===== config.mk =====
export PLATFORM = sky130hd
export DESIGN_NAME = ufshed_core
export DESIGN_NICKNAME = d
export VERILOG_FILES = /design/src/inc/ufshed_pkg.sv /design/src/hdl/ufshed_core.sv
export SDC_FILE = /design/constraint.sdc
export NUM_CORES = 1
export LEC_CHECK = 0
export CELL_PAD_IN_SITES_DETAIL_PLACEMENT = 1
export CELL_PAD_IN_SITES_GLOBAL_PLACEMENT = 2
export CORE_MARGIN = 2
export CORE_UTILIZATION = 30
export CTS_CLUSTER_SIZE = 40
export DETAILED_ROUTE_END_ITERATION = 8
export DONT_BUFFER_PORTS = 1
export PLACE_DENSITY_LB_ADDON = 0.1
export SYNTH_ARGS = -nofsm -noshare
export SYNTH_HDL_FRONTEND = slang
export SYNTH_SLANG_ARGS = --single-unit
export TNS_END_PERCENT = 1

===== constraint.sdc =====
create_clock -name clock_i -period 29 [get_ports clock_i]
set_clock_uncertainty 0.1 [all_clocks]
set_input_delay 1.45 -clock clock_i [delete_from_list [all_inputs] [get_ports clock_i]]
set_output_delay 1.45 -clock clock_i [all_outputs]
set_load 0.01 [all_outputs]

===== src/inc/ufshed_pkg.sv =====
// package for the under-frequency load shed decision block
package ufshed_pkg;

  // timing
  localparam int unsigned CLK_PERIOD_NS = 100;
  localparam int unsigned DELAY_TICK_NS = 1000000;
  localparam int unsigned MS_CYCLES_DEF = DELAY_TICK_NS / CLK_PERIOD_NS;

  // register offsets (byte addresses)
  localparam logic [7:0] OFS_CTRL = 8'h00;
  localparam logic [7:0] OFS_FREQ_THR = 8'h04;
  localparam logic [7:0] OFS_FREQ_THR_ALT = 8'h08;
  localparam logic [7:0] OFS_DELAY = 8'h0c;
  localparam logic [7:0] OFS_DELAY_ALT = 8'h10;
  localparam logic [7:0] OFS_MIN_CURR = 8'h14;
  localparam logic [7:0] OFS_MIN_POWER = 8'h18;
  localparam logic [7:0] OFS_ANGLE_TAN = 8'h1c;
  localparam logic [7:0] OFS_REL_VOLT = 8'h20;
  localparam logic [7:0] OFS_STATUS = 8'h24;

  // control register fields
  localparam int unsigned CTRL_ENABLE_BIT = 0;
  localparam int unsigned CTRL_METHOD_LSB = 1;
  localparam int unsigned CTRL_SIGN_NEG_BIT = 3;
  localparam int unsigned CTRL_EXT_ASSIGNED_BIT = 4;

  // status register fields
  localparam int unsigned STAT_UNDERFREQ_BIT = 0;
  localparam int unsigned STAT_RELEASED_BIT = 1;
  localparam int unsigned STAT_BLOCKED_BIT = 2;
  localparam int unsigned STAT_ALARM_BIT = 3;
  localparam int unsigned STAT_TRIP_BIT = 4;

  // reset values
  localparam logic [15:0] RST_FREQ_THR = 16'hbf68;
  localparam logic [15:0] RST_FREQ_THR_ALT = 16'hbe6e;
  localparam logic [15:0] RST_DELAY = 16'h0064;
  localparam logic [15:0] RST_DELAY_ALT = 16'h00c8;
  localparam logic [15:0] RST_MIN_CURR = 16'h000a;
  localparam logic [15:0] RST_MIN_POWER = 16'h0000;
  localparam logic [15:0] RST_ANGLE_TAN = 16'h0100;
  localparam logic [15:0] RST_REL_VOLT = 16'h0000;
  localparam int unsigned TAN_FRAC_BITS = 8;

  // index of each synchronised binary input
  localparam int unsigned BIN_DIR_BLOCK = 0;
  localparam int unsigned BIN_EXT_DIR = 1;
  localparam int unsigned BIN_ALT_FREQ = 2;
  localparam int unsigned BIN_ALT_DELAY = 3;
  localparam int unsigned BIN_COUNT = 4;

  typedef enum logic [1:0] {
    METHOD_POWER_ANGLE = 2'h0,
    METHOD_PURE_ACTIVE = 2'h1,
    METHOD_IGNORE_OR_EXT = 2'h2
  } ufshed_method_t;

  typedef enum logic [1:0] {
    ST_IDLE = 2'h0,
    ST_TIMING = 2'h1,
    ST_TRIP = 2'h3
  } ufshed_state_t;

  // measured quantities, all same-clock
  typedef struct packed {
    logic [15:0] freq;
    logic [15:0] line_volt;
    logic [15:0] pos_seq_current;
    logic signed [15:0] pos_seq_active_power;
    logic signed [15:0] pos_seq_reactive_power;
  } ufshed_meas_t;

  typedef struct packed {
    logic enable;
    logic [1:0] direction_method_select;
    logic sign_negative;
    logic ext_assigned;
    logic [15:0] freq_thr;
    logic [15:0] freq_thr_alt;
    logic [15:0] shed_trip_delay;
    logic [15:0] shed_trip_delay_alt;
    logic [15:0] min_pos_seq_current;
    logic [15:0] min_power;
    logic [15:0] angle_tan;
    logic [15:0] release_volt;
  } ufshed_cfg_t;

endpackage


===== src/hdl/ufshed_core.sv =====
// under-frequency load shed decision logic with register port
//
// Contract
// - direction uses positive-sequence active power, plus reactive power in angle mode
// - suppress input disables direction-based blocking
// - below minimum current, own-measurement direction supervision idle (external direction still blocks)
// - release only at or above release voltage
// - three direction methods selectable
// - angle mode blocks inside power-angle region
// - pure mode blocks above minimum power
// - ignore mode sheds on under-frequency and release voltage, without direction
// - external direction input replaces own measurement in ignore mode
// - under-frequency from settable, switchable threshold
// - delay timer starts when alarm raised
// - activation inputs select alternate threshold, delay
// - blocking regions use generator convention
// - sign setting negates active power
`timescale 1ns/1ps
module ufshed_core
  import ufshed_pkg::*;
#(
  parameter int unsigned MS_CYCLES = MS_CYCLES_DEF
) (
  // clock and reset
  input wire logic clock_i,
  input wire logic rst_i,
  // register port
  input wire logic [7:0] addr_i,
  input wire logic [31:0] wdata_i,
  input wire logic wr_i,
  input wire logic rd_i,
  output logic [31:0] rdata_o,
  // measurement front end
  input wire ufshed_meas_t meas_i,
  // assigned binary signals (asynchronous)
  input wire logic dir_eval_block_i,
  input wire logic external_direction_input_i,
  input wire logic alt_freq_select_i,
  input wire logic alt_delay_select_i,
  // result
  output logic shed_trip_o
);

  localparam int unsigned PRE_W = (MS_CYCLES > 1) ? $clog2(MS_CYCLES) : 1;
  localparam logic [PRE_W-1:0] PRE_LAST = PRE_W'(MS_CYCLES - 1);

  // refused at elaboration: the prescaler needs at least one cycle per tick
  if (MS_CYCLES < 1) begin : g_bad_ms_cycles
    $error("MS_CYCLES must be at least one");
  end

  // ---------------- binary input synchronisers ----------------
  logic [BIN_COUNT-1:0] bin_raw;
  logic [BIN_COUNT-1:0] sync1;
  logic [BIN_COUNT-1:0] sync2;
  logic [BIN_COUNT-1:0] sync3;
  logic [BIN_COUNT-1:0] bin_f;
  logic [BIN_COUNT-1:0] next_bin_f;

  assign bin_raw[BIN_DIR_BLOCK] = dir_eval_block_i;
  assign bin_raw[BIN_EXT_DIR] = external_direction_input_i;
  assign bin_raw[BIN_ALT_FREQ] = alt_freq_select_i;
  assign bin_raw[BIN_ALT_DELAY] = alt_delay_select_i;

  genvar gi;
  generate
    for (gi = 0; gi < BIN_COUNT; gi++) begin : g_sync
      // a level only counts once the last two stages agree
      always_comb begin
        next_bin_f[gi] = (sync2[gi] == sync3[gi]) ? sync3[gi] : bin_f[gi];
      end
      always_ff @(posedge clock_i) begin
        if (rst_i) begin
          sync1[gi] <= 1'b0;
          sync2[gi] <= 1'b0;
          sync3[gi] <= 1'b0;
          bin_f[gi] <= 1'b0;
        end else begin
          sync1[gi] <= bin_raw[gi];
          sync2[gi] <= sync1[gi];
          sync3[gi] <= sync2[gi];
          bin_f[gi] <= next_bin_f[gi];
        end
      end
    end
  endgenerate

  // ---------------- registers ----------------
  ufshed_cfg_t cfg;
  ufshed_cfg_t next_cfg;
  logic [31:0] next_rdata;
  logic [31:0] status_word;

  always_comb begin
    next_cfg = cfg;
    if (wr_i) begin
      case (addr_i)
        OFS_CTRL: begin
          next_cfg.enable = wdata_i[CTRL_ENABLE_BIT];
          next_cfg.direction_method_select = wdata_i[CTRL_METHOD_LSB +: 2];
          next_cfg.sign_negative = wdata_i[CTRL_SIGN_NEG_BIT];
          next_cfg.ext_assigned = wdata_i[CTRL_EXT_ASSIGNED_BIT];
        end
        OFS_FREQ_THR: next_cfg.freq_thr = wdata_i[15:0];
        OFS_FREQ_THR_ALT: next_cfg.freq_thr_alt = wdata_i[15:0];
        OFS_DELAY: next_cfg.shed_trip_delay = wdata_i[15:0];
        OFS_DELAY_ALT: next_cfg.shed_trip_delay_alt = wdata_i[15:0];
        OFS_MIN_CURR: next_cfg.min_pos_seq_current = wdata_i[15:0];
        OFS_MIN_POWER: next_cfg.min_power = wdata_i[15:0];
        OFS_ANGLE_TAN: next_cfg.angle_tan = wdata_i[15:0];
        OFS_REL_VOLT: next_cfg.release_volt = wdata_i[15:0];
        default: next_cfg = cfg;
      endcase
    end
  end

  always_comb begin
    next_rdata = 32'h0000_0000;
    if (rd_i) begin
      case (addr_i)
        OFS_CTRL: begin
          next_rdata[CTRL_ENABLE_BIT] = cfg.enable;
          next_rdata[CTRL_METHOD_LSB +: 2] = cfg.direction_method_select;
          next_rdata[CTRL_SIGN_NEG_BIT] = cfg.sign_negative;
          next_rdata[CTRL_EXT_ASSIGNED_BIT] = cfg.ext_assigned;
        end
        OFS_FREQ_THR: next_rdata[15:0] = cfg.freq_thr;
        OFS_FREQ_THR_ALT: next_rdata[15:0] = cfg.freq_thr_alt;
        OFS_DELAY: next_rdata[15:0] = cfg.shed_trip_delay;
        OFS_DELAY_ALT: next_rdata[15:0] = cfg.shed_trip_delay_alt;
        OFS_MIN_CURR: next_rdata[15:0] = cfg.min_pos_seq_current;
        OFS_MIN_POWER: next_rdata[15:0] = cfg.min_power;
        OFS_ANGLE_TAN: next_rdata[15:0] = cfg.angle_tan;
        OFS_REL_VOLT: next_rdata[15:0] = cfg.release_volt;
        OFS_STATUS: next_rdata = status_word;
        default: next_rdata = 32'h0000_0000;
      endcase
    end
  end

  always_ff @(posedge clock_i) begin
    if (rst_i) begin
      cfg.enable <= 1'b0;
      cfg.direction_method_select <= METHOD_POWER_ANGLE;
      cfg.sign_negative <= 1'b0;
      cfg.ext_assigned <= 1'b0;
      cfg.freq_thr <= RST_FREQ_THR;
      cfg.freq_thr_alt <= RST_FREQ_THR_ALT;
      cfg.shed_trip_delay <= RST_DELAY;
      cfg.shed_trip_delay_alt <= RST_DELAY_ALT;
      cfg.min_pos_seq_current <= RST_MIN_CURR;
      cfg.min_power <= RST_MIN_POWER;
      cfg.angle_tan <= RST_ANGLE_TAN;
      cfg.release_volt <= RST_REL_VOLT;
      rdata_o <= 32'h0000_0000;
    end else begin
      cfg <= next_cfg;
      rdata_o <= next_rdata;
    end
  end

  // ---------------- decision path ----------------
  logic signed [16:0] p_used;
  logic [15:0] p_mag;
  logic [15:0] q_mag;
  logic current_ok;
  logic dir_eval;
  logic in_angle_region;
  logic blocked;
  logic released;
  logic underfreq;
  logic alarm;
  logic [15:0] thr_sel;
  logic [15:0] delay_sel;

  always_comb begin
    // widened so negating the most negative reading cannot wrap
    p_used = cfg.sign_negative ? -17'(meas_i.pos_seq_active_power)
                               : 17'(meas_i.pos_seq_active_power);
    p_mag = (p_used > 17'sd0) ? p_used[15:0] : 16'h0000;
    q_mag = meas_i.pos_seq_reactive_power[15] ? 16'(-17'(meas_i.pos_seq_reactive_power))
                                              : meas_i.pos_seq_reactive_power;
    current_ok = meas_i.pos_seq_current >= cfg.min_pos_seq_current;
    dir_eval = current_ok && !bin_f[BIN_DIR_BLOCK];
    // feeding (positive) power within +-angle around the P axis
    in_angle_region = (p_used > 17'sd0) &&
      (32'(p_mag) * 32'(cfg.angle_tan) >= (32'(q_mag) << TAN_FRAC_BITS));
    case (cfg.direction_method_select)
      METHOD_POWER_ANGLE: blocked = dir_eval && in_angle_region;
      METHOD_PURE_ACTIVE: blocked = dir_eval && (p_used > $signed({1'b0, cfg.min_power}));
      METHOD_IGNORE_OR_EXT: begin
        // external direction has no current to supervise
        blocked = cfg.ext_assigned && !bin_f[BIN_DIR_BLOCK] && bin_f[BIN_EXT_DIR];
      end
      default: blocked = 1'b0;
    endcase
    thr_sel = bin_f[BIN_ALT_FREQ] ? cfg.freq_thr_alt : cfg.freq_thr;
    delay_sel = bin_f[BIN_ALT_DELAY] ? cfg.shed_trip_delay_alt : cfg.shed_trip_delay;
    underfreq = meas_i.freq < thr_sel;
    released = meas_i.line_volt >= cfg.release_volt;
    alarm = cfg.enable && released && underfreq && !blocked;
  end

  // ---------------- trip delay timer ----------------
  ufshed_state_t state;
  ufshed_state_t next_state;
  logic [PRE_W-1:0] pre_cnt;
  logic [PRE_W-1:0] next_pre_cnt;
  logic [15:0] ms_cnt;
  logic [15:0] next_ms_cnt;
  logic next_trip;

  always_comb begin
    next_state = state;
    next_pre_cnt = pre_cnt;
    next_ms_cnt = ms_cnt;
    case (state)
      ST_IDLE: begin
        next_pre_cnt = '0;
        next_ms_cnt = 16'h0000;
        if (alarm) begin
          next_state = ST_TIMING;
        end
      end
      ST_TIMING: begin
        if (!alarm) begin
          next_state = ST_IDLE;
        end else if (ms_cnt >= delay_sel) begin
          next_state = ST_TRIP;
        end else if (pre_cnt == PRE_LAST) begin
          next_pre_cnt = '0;
          next_ms_cnt = ms_cnt + 16'h0001;
        end else begin
          next_pre_cnt = pre_cnt + PRE_W'(1);
        end
      end
      ST_TRIP: begin
        if (!alarm) begin
          next_state = ST_IDLE;
        end
      end
      default: next_state = ST_IDLE;
    endcase
    next_trip = (next_state == ST_TRIP);
  end

  always_ff @(posedge clock_i) begin
    if (rst_i) begin
      state <= ST_IDLE;
      pre_cnt <= '0;
      ms_cnt <= 16'h0000;
      shed_trip_o <= 1'b0;
    end else begin
      state <= next_state;
      pre_cnt <= next_pre_cnt;
      ms_cnt <= next_ms_cnt;
      shed_trip_o <= next_trip;
    end
  end

  always_comb begin
    status_word = 32'h0000_0000;
    status_word[STAT_UNDERFREQ_BIT] = underfreq;
    status_word[STAT_RELEASED_BIT] = released;
    status_word[STAT_BLOCKED_BIT] = blocked;
    status_word[STAT_ALARM_BIT] = alarm;
    status_word[STAT_TRIP_BIT] = shed_trip_o;
  end
endmodule


==> results of run 1 <==
kinds of logic (layout without fill, tap and decap cells):
logic type                 after synthesis  in the layout  synth area share
AOI/OAI and AO/OA                      448            448            0.1390
xor gates and xnor gates                52             52           0.02225
adders and majority gates              397            397            0.3139
buffers and inverters                  463            355           0.09061
DFF                                    198            198            0.1937
muxes                                   39             39           0.01987
other                                    1             17         0.0001832
and+or+nand+nor                        924            924            0.2205
worst register-to-register path: cells and delay by family, from the launching register on:
kind | cells | cell delay (ps)
and+or+nand+nor | 12 | 4220
adders and majority gates | 8 | 3900
AOI/OAI and AO/OA | 9 | 1920
xor gates and xnor gates | 2 | 920
DFF | 1 | 890
buffers and inverters | 4 | 480
final timing paths:
check	slack [ps]	cells past startpoint	to
setup / recovery	15820	38	ms_cnt[12]$_SDFFE_PP0P_
hold / removal	350	1	sync2[0]$_SDFF_PP0_
setup reg to reg	16510	35	ms_cnt[12]$_SDFFE_PP0P_
hold reg to reg	350	1	sync2[0]$_SDFF_PP0_
where the power goes:
| part | leakage (µW) | switching (µW) | internal [µW] |
|---|---|---|---|
| registers | 0.00160 | 0.764 | 273 |
| logic | 0.00716 | 38.7 | 21.2 |
| clock network | 0.000295 | 128 | 124 |
| total | 0.00905 | 167 | 418 |
metal layers:
| metal | vias up | share of wire | GRT usage |
|---|---|---|---|
| li1 | 8143 | - | - |
| met1 | 8952 | 0.44 | 0.2756 |
| met2 | 244 | 0.52 | 0.3992 |
| met3 | 45 | 0.029 | 0.02138 |
| met4 | 0 | 0.016 | 0.04382 |
| met5 | - | 0 | 0 |
state kept, by name, summed over array words and instances, names as in the netlist:
register / cells
cfg: 133
ms_cnt: 16
state: 2
sync3: 4
sync1: 4
bin_f: 4
sync2: 4
shed_trip_o: 1
rdata_o: 16
pre_cnt: 14
cell type report:
type,count,area [µm²],share of cell area
antenna,1,2.502,0.0001153
inverter,302,1134,0.05224
sequential,198,3964,0.1827
timing repair buffer,21,157.7,0.007266
tap,873,1092,0.05034
clock buffer,17,425.4,0.01961
multi-input combinational,1876,14740,0.6792
clock inverter,15,185.2,0.008534
layout by cell type (no fill, tap or decap), drive strengths merged, types with 9 or more instances in the layout:
cell    netlist  routed
a21o         18      18
or4          16      16
a211oi       14      14
buf          38      21
nor2b        29      29
xor2         27      27
nand2b       15      15
mux2i        35      35
nor4         12      12
a41oi        15      15
ha          203     203
a22oi        53      53
o21ai        69      69
o31ai        12      12
fa          194     194
conb          1      16
nand2       481     481
nand3        37      37
inv         302     308
dfxtp       198     198
nand3b       33      33
xnor2        25      25
nor2         64      64
o211ai       11      11
a21oi       182     182
clkbuf      123      17
and3         13      13
nor3         19      19
and2        130     130
nand4        27      27
or3          20      20
a31oi         9       9
metrics by stage:
step,hold WS (ps),power [µW],setup WS (ps)
floorplan,313.8,327.2,17730
global placement,317.9,339.0,15290
detailed placement,330.5,340.6,15280
CTS,351.1,593.1,15710
global route,357.8,609.3,14950
finish,348.3,585.2,15820
==> out/qor.yml, run 1 <==
cts:
  numCtsBuffers: 17
  cts_setup_buffers: 0
  cts_root_buf: "clkbuf_16"
  cts_tree: "done"
  clk_latency_ps: 470
  clkTransAtPathRegs_ps: 90
  cts.htree.levels: 4
  cts_hold_buf: 0
  clockBufferDepth: 2
  cts_resized: 0
  cts_sinks: 198
sta:
  period_minus_slack_ps: 13180
  fin_setup_tns_ps: 0
  worst_slew_pin_slew_ps: 1215
  hold_viol: 0
  final_max_slew_viol_count: 0
  max_freq_mhz: 75.85
  fin_crit_sh: 0.4546
  rsz0062_at_grt: "no"
  relSlewSlack: 0.1892
  setup_viol: 0
synthesis:
  yosysTopAreaCellShare: 0.1937
  synth-seq-cells: 198
  synth_area_leaders: "dfxtp_1, fa_1, ha_1, nand2_1, inv_1"
  async_flop_share: 0
  yosys.area.top_type: "dfxtp_1"
  synth.avg_cell_area_um2: 8.114
  syn_area_mm2: 0.02046
  synth_edf_count: 0
  ys_seq_area_frac: 0.1937
  syn_inst: 2522
  yosys-top-cells-count: "nand2_1, inv_1, ha_1, dfxtp_1, fa_1"
  yosysWarnings: 0
  synth_most_common_cell: "nand2_1"
  synth_top_flop_cell: "dfxtp_1"
  ys_types: 79
worst_hold_path:
  hold_start: "sync1[0]$_SDFF_PP0_"
  hp-class: "reg2reg"
layout:
  n_fill_cell: 8019
  final_cells: 3303
  area_growth_pct: 6.028
  layout-drive-gt1-share: 0.03870
  nNetsFinal: 2941
  fin_util: 0.3220
  design_area_mm2: 0.02170
floorplanning:
  pin_count: 161
  core.rowCount: 95
  die_y_um: 265.2
  die_w_um: 265.2
  dieArea_mm2: 0.07032
  core_region_area_mm2: 0.06740
  start_util: 0.3036
grt:
  grt.total_usage: 0.2174
  grt_antenna_before_repair: 0
  grt_pass1_vias: 18837
  grt_max_degree: 179
  gr-total-overflow: 0
  grt_pass1_wl_um: 116800
critical_path:
  cp.arrival_ps: 13480
  slowest_delay_ps: 890
  critPathMostFrequentCell: "fa_1"
  end_kind: "flop"
  startpoint: "meas_i[16]"
  reg2reg_from: "cfg[129]$_SDFFE_PP0P_"
  crit_family: "simple AND/OR/NAND/NOR gates"
  critPathMaxFanout: 25
  critPathLaunchType: "input port"
  path_buf_inv: 5
  slowest_stage: "nor2_2"
  required_ps: 29290
  path_class: "in2reg"
place:
  placed_cells: 3270
  hpwl_um: 59360
  placed_cell_area_mm2: 0.02109
  gp_congestion: 0.8119
  io_buffers: 0
routing:
  detailedRoute.firstPassIterationCount: 6
  routed_wl_um: 75200
  drc: 0
  wire_per_inst_um: 22.77
  num_vias: 17384
  drt_iter0_markers: 724
  drtAntennaViolNets: 0
  via_per_inst: 5.263
status:
  status: "completed"
run:
  drv_cap: 0
pwr:
  peakVddDrop_v: 0.00003875
  p_leak_uw: 0.009049
  powerDensity_mw_per_mm2: 26.97
(Power assumes the default switching activity.)
==> inputs of run 2 (changes only) <==
clock period = 11.52 ns   (was 29 ns; I/O delays follow)
==> run 2 against run 1 <==
Compared with the run above:
- non-clock buffer count increased by 60
- via count is 0.92% higher
- core utilization up 0.63 points
- critical path type unchanged
==> out/qor.yml, run 2 (synthesis results as in run 1) <==
status:
  status: "completed"
pwr:
  p_leak_uw: 0.009343  # +3.2%
  total_power_uw: 1497  # +160%
  p_clk_frac: 0.435  # +0.004
  pwr-share-comb: 0.105  # +0.003
  powerDensity_mw_per_mm2: 67.70  # +150%
  p_switching_uw: 418.7  # +150%
  peakVddDrop_v: 0.00009424  # +140%
  intPower_uw: 1079  # +160%
  sw_frac_of_total: 0.2796  # -0.006433
  seqPwrFrac: 0.459  # -0.008
floorplanning:
  core_region_area_mm2: 0.06740  # unchanged
  die_y_um: 265.2  # unchanged
  dieArea_mm2: 0.07032  # unchanged
  die_w_um: 265.2  # unchanged
  pin_count: 161  # unchanged
  core.rowCount: 95  # unchanged
  start_util: 0.3036  # unchanged
worst_hold_path:
  hp-class: "in2reg"
  hold_start: "rst_i"
cts:
  cts_sinks: 198  # unchanged
  clkTransAtPathRegs_ps: 80  # about the same
  cts_root_buf: "clkbuf_16"
  numCtsBuffers: 17  # unchanged
  cts.htree.levels: 4  # unchanged
  cts_tree: "done"
  clockBufferDepth: 2  # unchanged
  clk_latency_ps: 470  # about the same
layout:
  layout_common_cells: "nand2_1, inv_1, ha_1"
  design_area_mm2: 0.02212  # +1.9%
  layout-drive-gt1-share: 0.05665  # +0.01795
  nNetsFinal: 3001  # +2.0%
  n_fill_cell: 7994  # -0.31%
  regMostFlops: "cfg"
  area_growth_pct: 8.089
  top_regs: "cfg (133), ms_cnt (16), rdata_o (16)"
  largest_reg_flops: 133  # unchanged
  ff_latch_area_mm2: 0.003965  # about the same
  multiInputGateArea_mm2: 0.01470  # -0.24%
  final_common_cell: "nand2_1"
sta:
  max_freq_mhz: 92.17
  worst_slew_pin_slew_ps: 1157  # -57.83 ps
  fin_ws_ps: 670.8  # -15140 ps
  fin_crit_sh: 0.9418
  period_minus_slack_ps: 10850
  final_max_slew_viol_count: 0  # unchanged
  setup_viol: 0  # unchanged
  fin_setup_tns_ps: 0  # unchanged
  relSlewSlack: 0.2278  # +0.03860
  rsz0062_at_grt: "no"
  hold_viol: 0  # unchanged
routing:
  via_per_inst: 5.217  # -0.88%
  detailedRoute.firstPassIterationCount: 5  # -1
  drtAntennaViolNets: 0  # unchanged
  num_vias: 17544  # +0.92%
  routed_wl_um: 75360  # +0.21%
  drc: 0  # unchanged
  drt_iter0_markers: 808  # +12%
  wire_per_inst_um: 22.41  # -1.6%
grt:
  grt_pass1_vias: 18925  # +0.47%
  grt.total_usage: 0.2160  # -0.001419
  grt_antenna_before_repair: 1  # +1
  grt_max_degree: 179  # unchanged
  gr-total-overflow: 0  # unchanged
  grt_pass1_wl_um: 116000  # -0.67%
critical_path:
  startpoint: "meas_i[16]"
  path_class: "in2reg"
  reg2reg_from: "cfg[129]$_SDFFE_PP0P_"
  slowest_delay_ps: 590  # -300 ps
  required_ps: 11820  # -17470 ps
  critPathMaxFanout: 10  # -60%
  cp.arrival_ps: 11140  # -2340 ps
  slowest_stage: "fa_1"
  critPathLaunchType: "input port"
  end_kind: "flop"
place:
  placed_cell_area_mm2: 0.02150  # +2.0%
  place_ws_ps: 73.15  # -15210 ps
  io_buffers: 0  # unchanged
  gp_congestion: 0.8271  # +1.9%
  hpwl_um: 60700  # +2.2%
run:
  drv_cap: 0  # unchanged
==> run 2: path summary, 6_finish.rpt <==
kind | slack [ps] | cells past startpoint | endpoint
max | 670 | 42 | pre_cnt[6]$_SDFFE_PP0P_
min | 90 | 1 | bin_f[1]$_SDFFE_PP0N_
max reg2reg | 940 | 39 | pre_cnt[6]$_SDFFE_PP0P_
min reg2reg | 340 | 1 | sync2[3]$_SDFF_PP0_
==> run 2: area by class of cell <==
cell class / instances / area share
multi-input cells: 1876 / 0.6647
flip-flops and latches: 198 / 0.1793
inverters: 302 / 0.05125
well taps: 873 / 0.04938
repair buffers: 81 / 0.02749
clock buffers: 17 / 0.01923
clock inverters: 15 / 0.008598
diodes: 1 / 0.0001131
==> run 2: power by group through the flow <==
stage / clock network [µW] / logic [µW] / registers, µW
finish: 652 / 158 / 688
CTS: 666 / 162 / 688
detailed placement: 0 / 161 / 704
global placement: 0 / 158 / 704
global route: 692 / 178 / 688
floorplan: 0 / 121 / 703
==> run 2: through the flow <==
stage	hold slack (ps)	std cells	util
CTS	70.52	3362	0.3282
floorplan	313.8	2537	-
global placement	319.0	3330	0.3190
global route	67.81	3362	0.3282
detailed placement	325.8	3330	0.3190
finish	88.10	3363	0.3282
==> run 2: what timing repair did <==
item / in CTS / in global routing
endpoints found under the setup margin: 0 / 5
hold buffers: 0 / 0
buffers inserted: 0 / 0
gates resized for setup: 0 / 1
==> run 2: routing by layer <==
layer / vias to the layer above / part of all wire / global-route usage
met3: 48 / 0.028 / 0.02388
met2: 243 / 0.52 / 0.3995
met1: 8986 / 0.44 / 0.2706
li1: 8267 / - / -
met5: - / 0 / 0
met4: 0 / 0.015 / 0.04153
==> run 2: worst max-delay path, delay by kind of cell <==
kind                     cells  cell delay, ps
adder cells (fa/ha/maj)      9            4070
AND/OR/NAND/NOR             11            2930
AO/OA/AOI/OAI               11            2250
buffers and inverters        9             910
XOR/XNOR                     2             380
==> inputs of run 3 (changes only) <==
clock period = 10.8 ns   (was 11.52 ns; I/O delays follow)
==> run 3 against run 2 <==
Compared with the run above:
- core utilization grew 1.1 points
- non-clock buffer count up 69
- power increased by 5.9%
- register-to-register slack worse by 210 ps
- largest power group unchanged
- largest cell class unchanged
- critical path depth unchanged
- via count grew 1.2%
==> out/qor.yml, run 3 (synthesis results as in run 1) <==
layout:
  regMostFlops: "cfg"
  design_area_mm2: 0.02284  # +3.3%
  n_fill_cell: 8003  # +0.11%
  area_growth_pct: 11.62
  layout-drive-gt1-share: 0.09421  # +0.03756
  fin_util: 0.3389  # +0.01073
  largest_reg_flops: 133  # unchanged
  top_regs: "cfg (133), ms_cnt (16), rdata_o (16)"
  layout_common_cells: "nand2_1, inv_1, ha_1"
  nNetsFinal: 3070  # +2.3%
  final_common_cell: "nand2_1"
cts:
  clk_latency_ps: 460  # about the same
  clkTransAtPathRegs_ps: 80  # about the same
  cts_sinks: 198  # unchanged
  cts_hold_buf: 0  # unchanged
  cts.htree.levels: 4  # unchanged
  clockBufferDepth: 2  # unchanged
  cts_root_buf: "clkbuf_16"
  cts_tree: "done"
  numCtsBuffers: 17  # unchanged
pwr:
  p_leak_uw: 0.009765  # +4.5%
  peakVddDrop_v: 0.0001052  # +12%
  powerDensity_mw_per_mm2: 69.44  # +2.6%
floorplanning:
  pin_count: 161  # unchanged
  core_region_area_mm2: 0.06740  # unchanged
  die_w_um: 265.2  # unchanged
  core.rowCount: 95  # unchanged
  dieArea_mm2: 0.07032  # unchanged
  start_util: 0.3036  # unchanged
  die_y_um: 265.2  # unchanged
critical_path:
  critPathLaunchType: "input port"
  crit_family: "adder cells"
  end_kind: "flop"
  critPathMaxFanout: 10  # unchanged
  r2r_slack_ps: 730  # -210 ps
  cp.arrival_ps: 10520  # -620 ps
  required_ps: 11090  # -730 ps
  r2r-end: "pre_cnt[10]$_SDFFE_PP0P_"
  slowest_stage: "fa_1"
  crit_cells: 42  # unchanged
  reg2reg_from: "cfg[129]$_SDFFE_PP0P_"
  path_class: "in2reg"
  path_buf_inv: 10  # +1
  slowest_delay_ps: 580  # about the same
  r2r_cells: 42  # +7.7%
grt:
  grt_antenna_before_repair: 3  # +2
  grt_pass1_vias: 19362  # +2.3%
  grt.total_usage: 0.2186  # +0.002545
  gr-total-overflow: 0  # unchanged
  grt_pass1_wl_um: 117200  # +1.0%
  grt_max_degree: 179  # unchanged
routing:
  num_vias: 17754  # +1.2%
  via_per_inst: 5.173  # -0.84%
  drtAntennaViolNets: 0  # unchanged
  drc: 0  # unchanged
  detailedRoute.firstPassIterationCount: 5  # unchanged
  drt_iter0_markers: 801  # -0.87%
  wire_per_inst_um: 22.32  # -0.39%
  routed_wl_um: 76610  # +1.7%
place:
  io_buffers: 0  # unchanged
  gp_congestion: 0.8599  # +4.0%
  hpwl_um: 62350  # +2.7%
  placed_cell_area_mm2: 0.02203  # +2.4%
worst_hold_path:
  hold_start: "rst_i"
  hold_depth: 1  # unchanged
  min_to: "sync3[0]$_SDFF_PP0_"
  hp-class: "in2reg"
sta:
  setup_viol: 0  # unchanged
  final_max_slew_viol_count: 0  # unchanged
  hold_viol: 0  # unchanged
  fin_crit_sh: 0.9468
  max_freq_mhz: 97.80
  worst_slew_pin_slew_ps: 1066  # -91.19 ps
  relSlewSlack: 0.2886  # +0.06088
  period_minus_slack_ps: 10220
status:
  status: "completed"
run:
  drv_cap: 0  # unchanged
run 3: cell count changes in the layout (fill, tap and decap cells not counted), sizes merged:
cell      change
buf          +69
clkbuf        +1
bufinv        -1
clkinvlp      -2
clkinv        +2
run 3: how the worst max path moves through the flow:
stage	end	slack [ps]	start
finish	pre_cnt[10]$_SDFFE_PP0P_	580	meas_i[18]
global route	pre_cnt[10]$_SDFFE_PP0P_	-10	meas_i[16]
CTS	rdata_o[3]$_SDFF_PP0_	10	meas_i[16]
detailed placement	rdata_o[3]$_SDFF_PP0_	-710	meas_i[16]
global placement	rdata_o[3]$_SDFF_PP0_	-610	meas_i[16]
floorplan	ms_cnt[6]$_SDFFE_PP0P_	440	meas_i[16]
run 3: through the flow:
step	cells	setup WS, ps	TNS (ps)	hold WS (ps)	power, µW
finish	3432	575.0	0	77.79	1586
global route	3431	-12.60	-23.92	49.40	1657
CTS	3427	12.72	0	44.86	1605
detailed placement	3395	-711.3	-13390	337.1	935.8
global placement	3395	-612.9	-9822	318.7	931.3
floorplan	2537	444.3	0	313.8	878.7
run 3: cell type report:
cell class	instances	area [µm²]	area share
multi-input combinational	1876	14880	0.6512
clock inverter	14	160.2	0.007011
tap	873	1092	0.04782
sequential	198	3965	0.1736
inverter	302	1134	0.04962
clock buffer	18	439.2	0.01923
antenna	1	2.502	0.0001095
timing repair buffer	150	1175	0.05143
run 3: what timing repair did:
item / CTS / global route
setup buffers: 0 / 4
endpoints found under the setup margin: 25 / 35
resized for setup: 5 / 42
pin swaps: 0 / 11
run 3: worst reg2reg max path: cells and delay by family, from the launching register on:
kind / cells / cell delay (ps)
compound gates: 10 / 1640
buf+inv: 10 / 1210
simple gates: 12 / 2300
fa+ha+maj: 8 / 3590
flops: 1 / 400
xor+xnor: 2 / 750
run 3: routing by layer:
layer  vias up  wire (µm)  track usage
met5         -          0            0
met4         0       1605      0.05405
met3        80       2583      0.03064
met2       286      40000       0.4097
met1      9014      32420       0.2608
li1       8374          -            -
run 3: where the power goes:
| part | internal (µW) | switching [µW] |
|---|---|---|
| logic | 78.1 | 109 |
| registers | 732 | 1.92 |
| clock network | 337 | 329 |
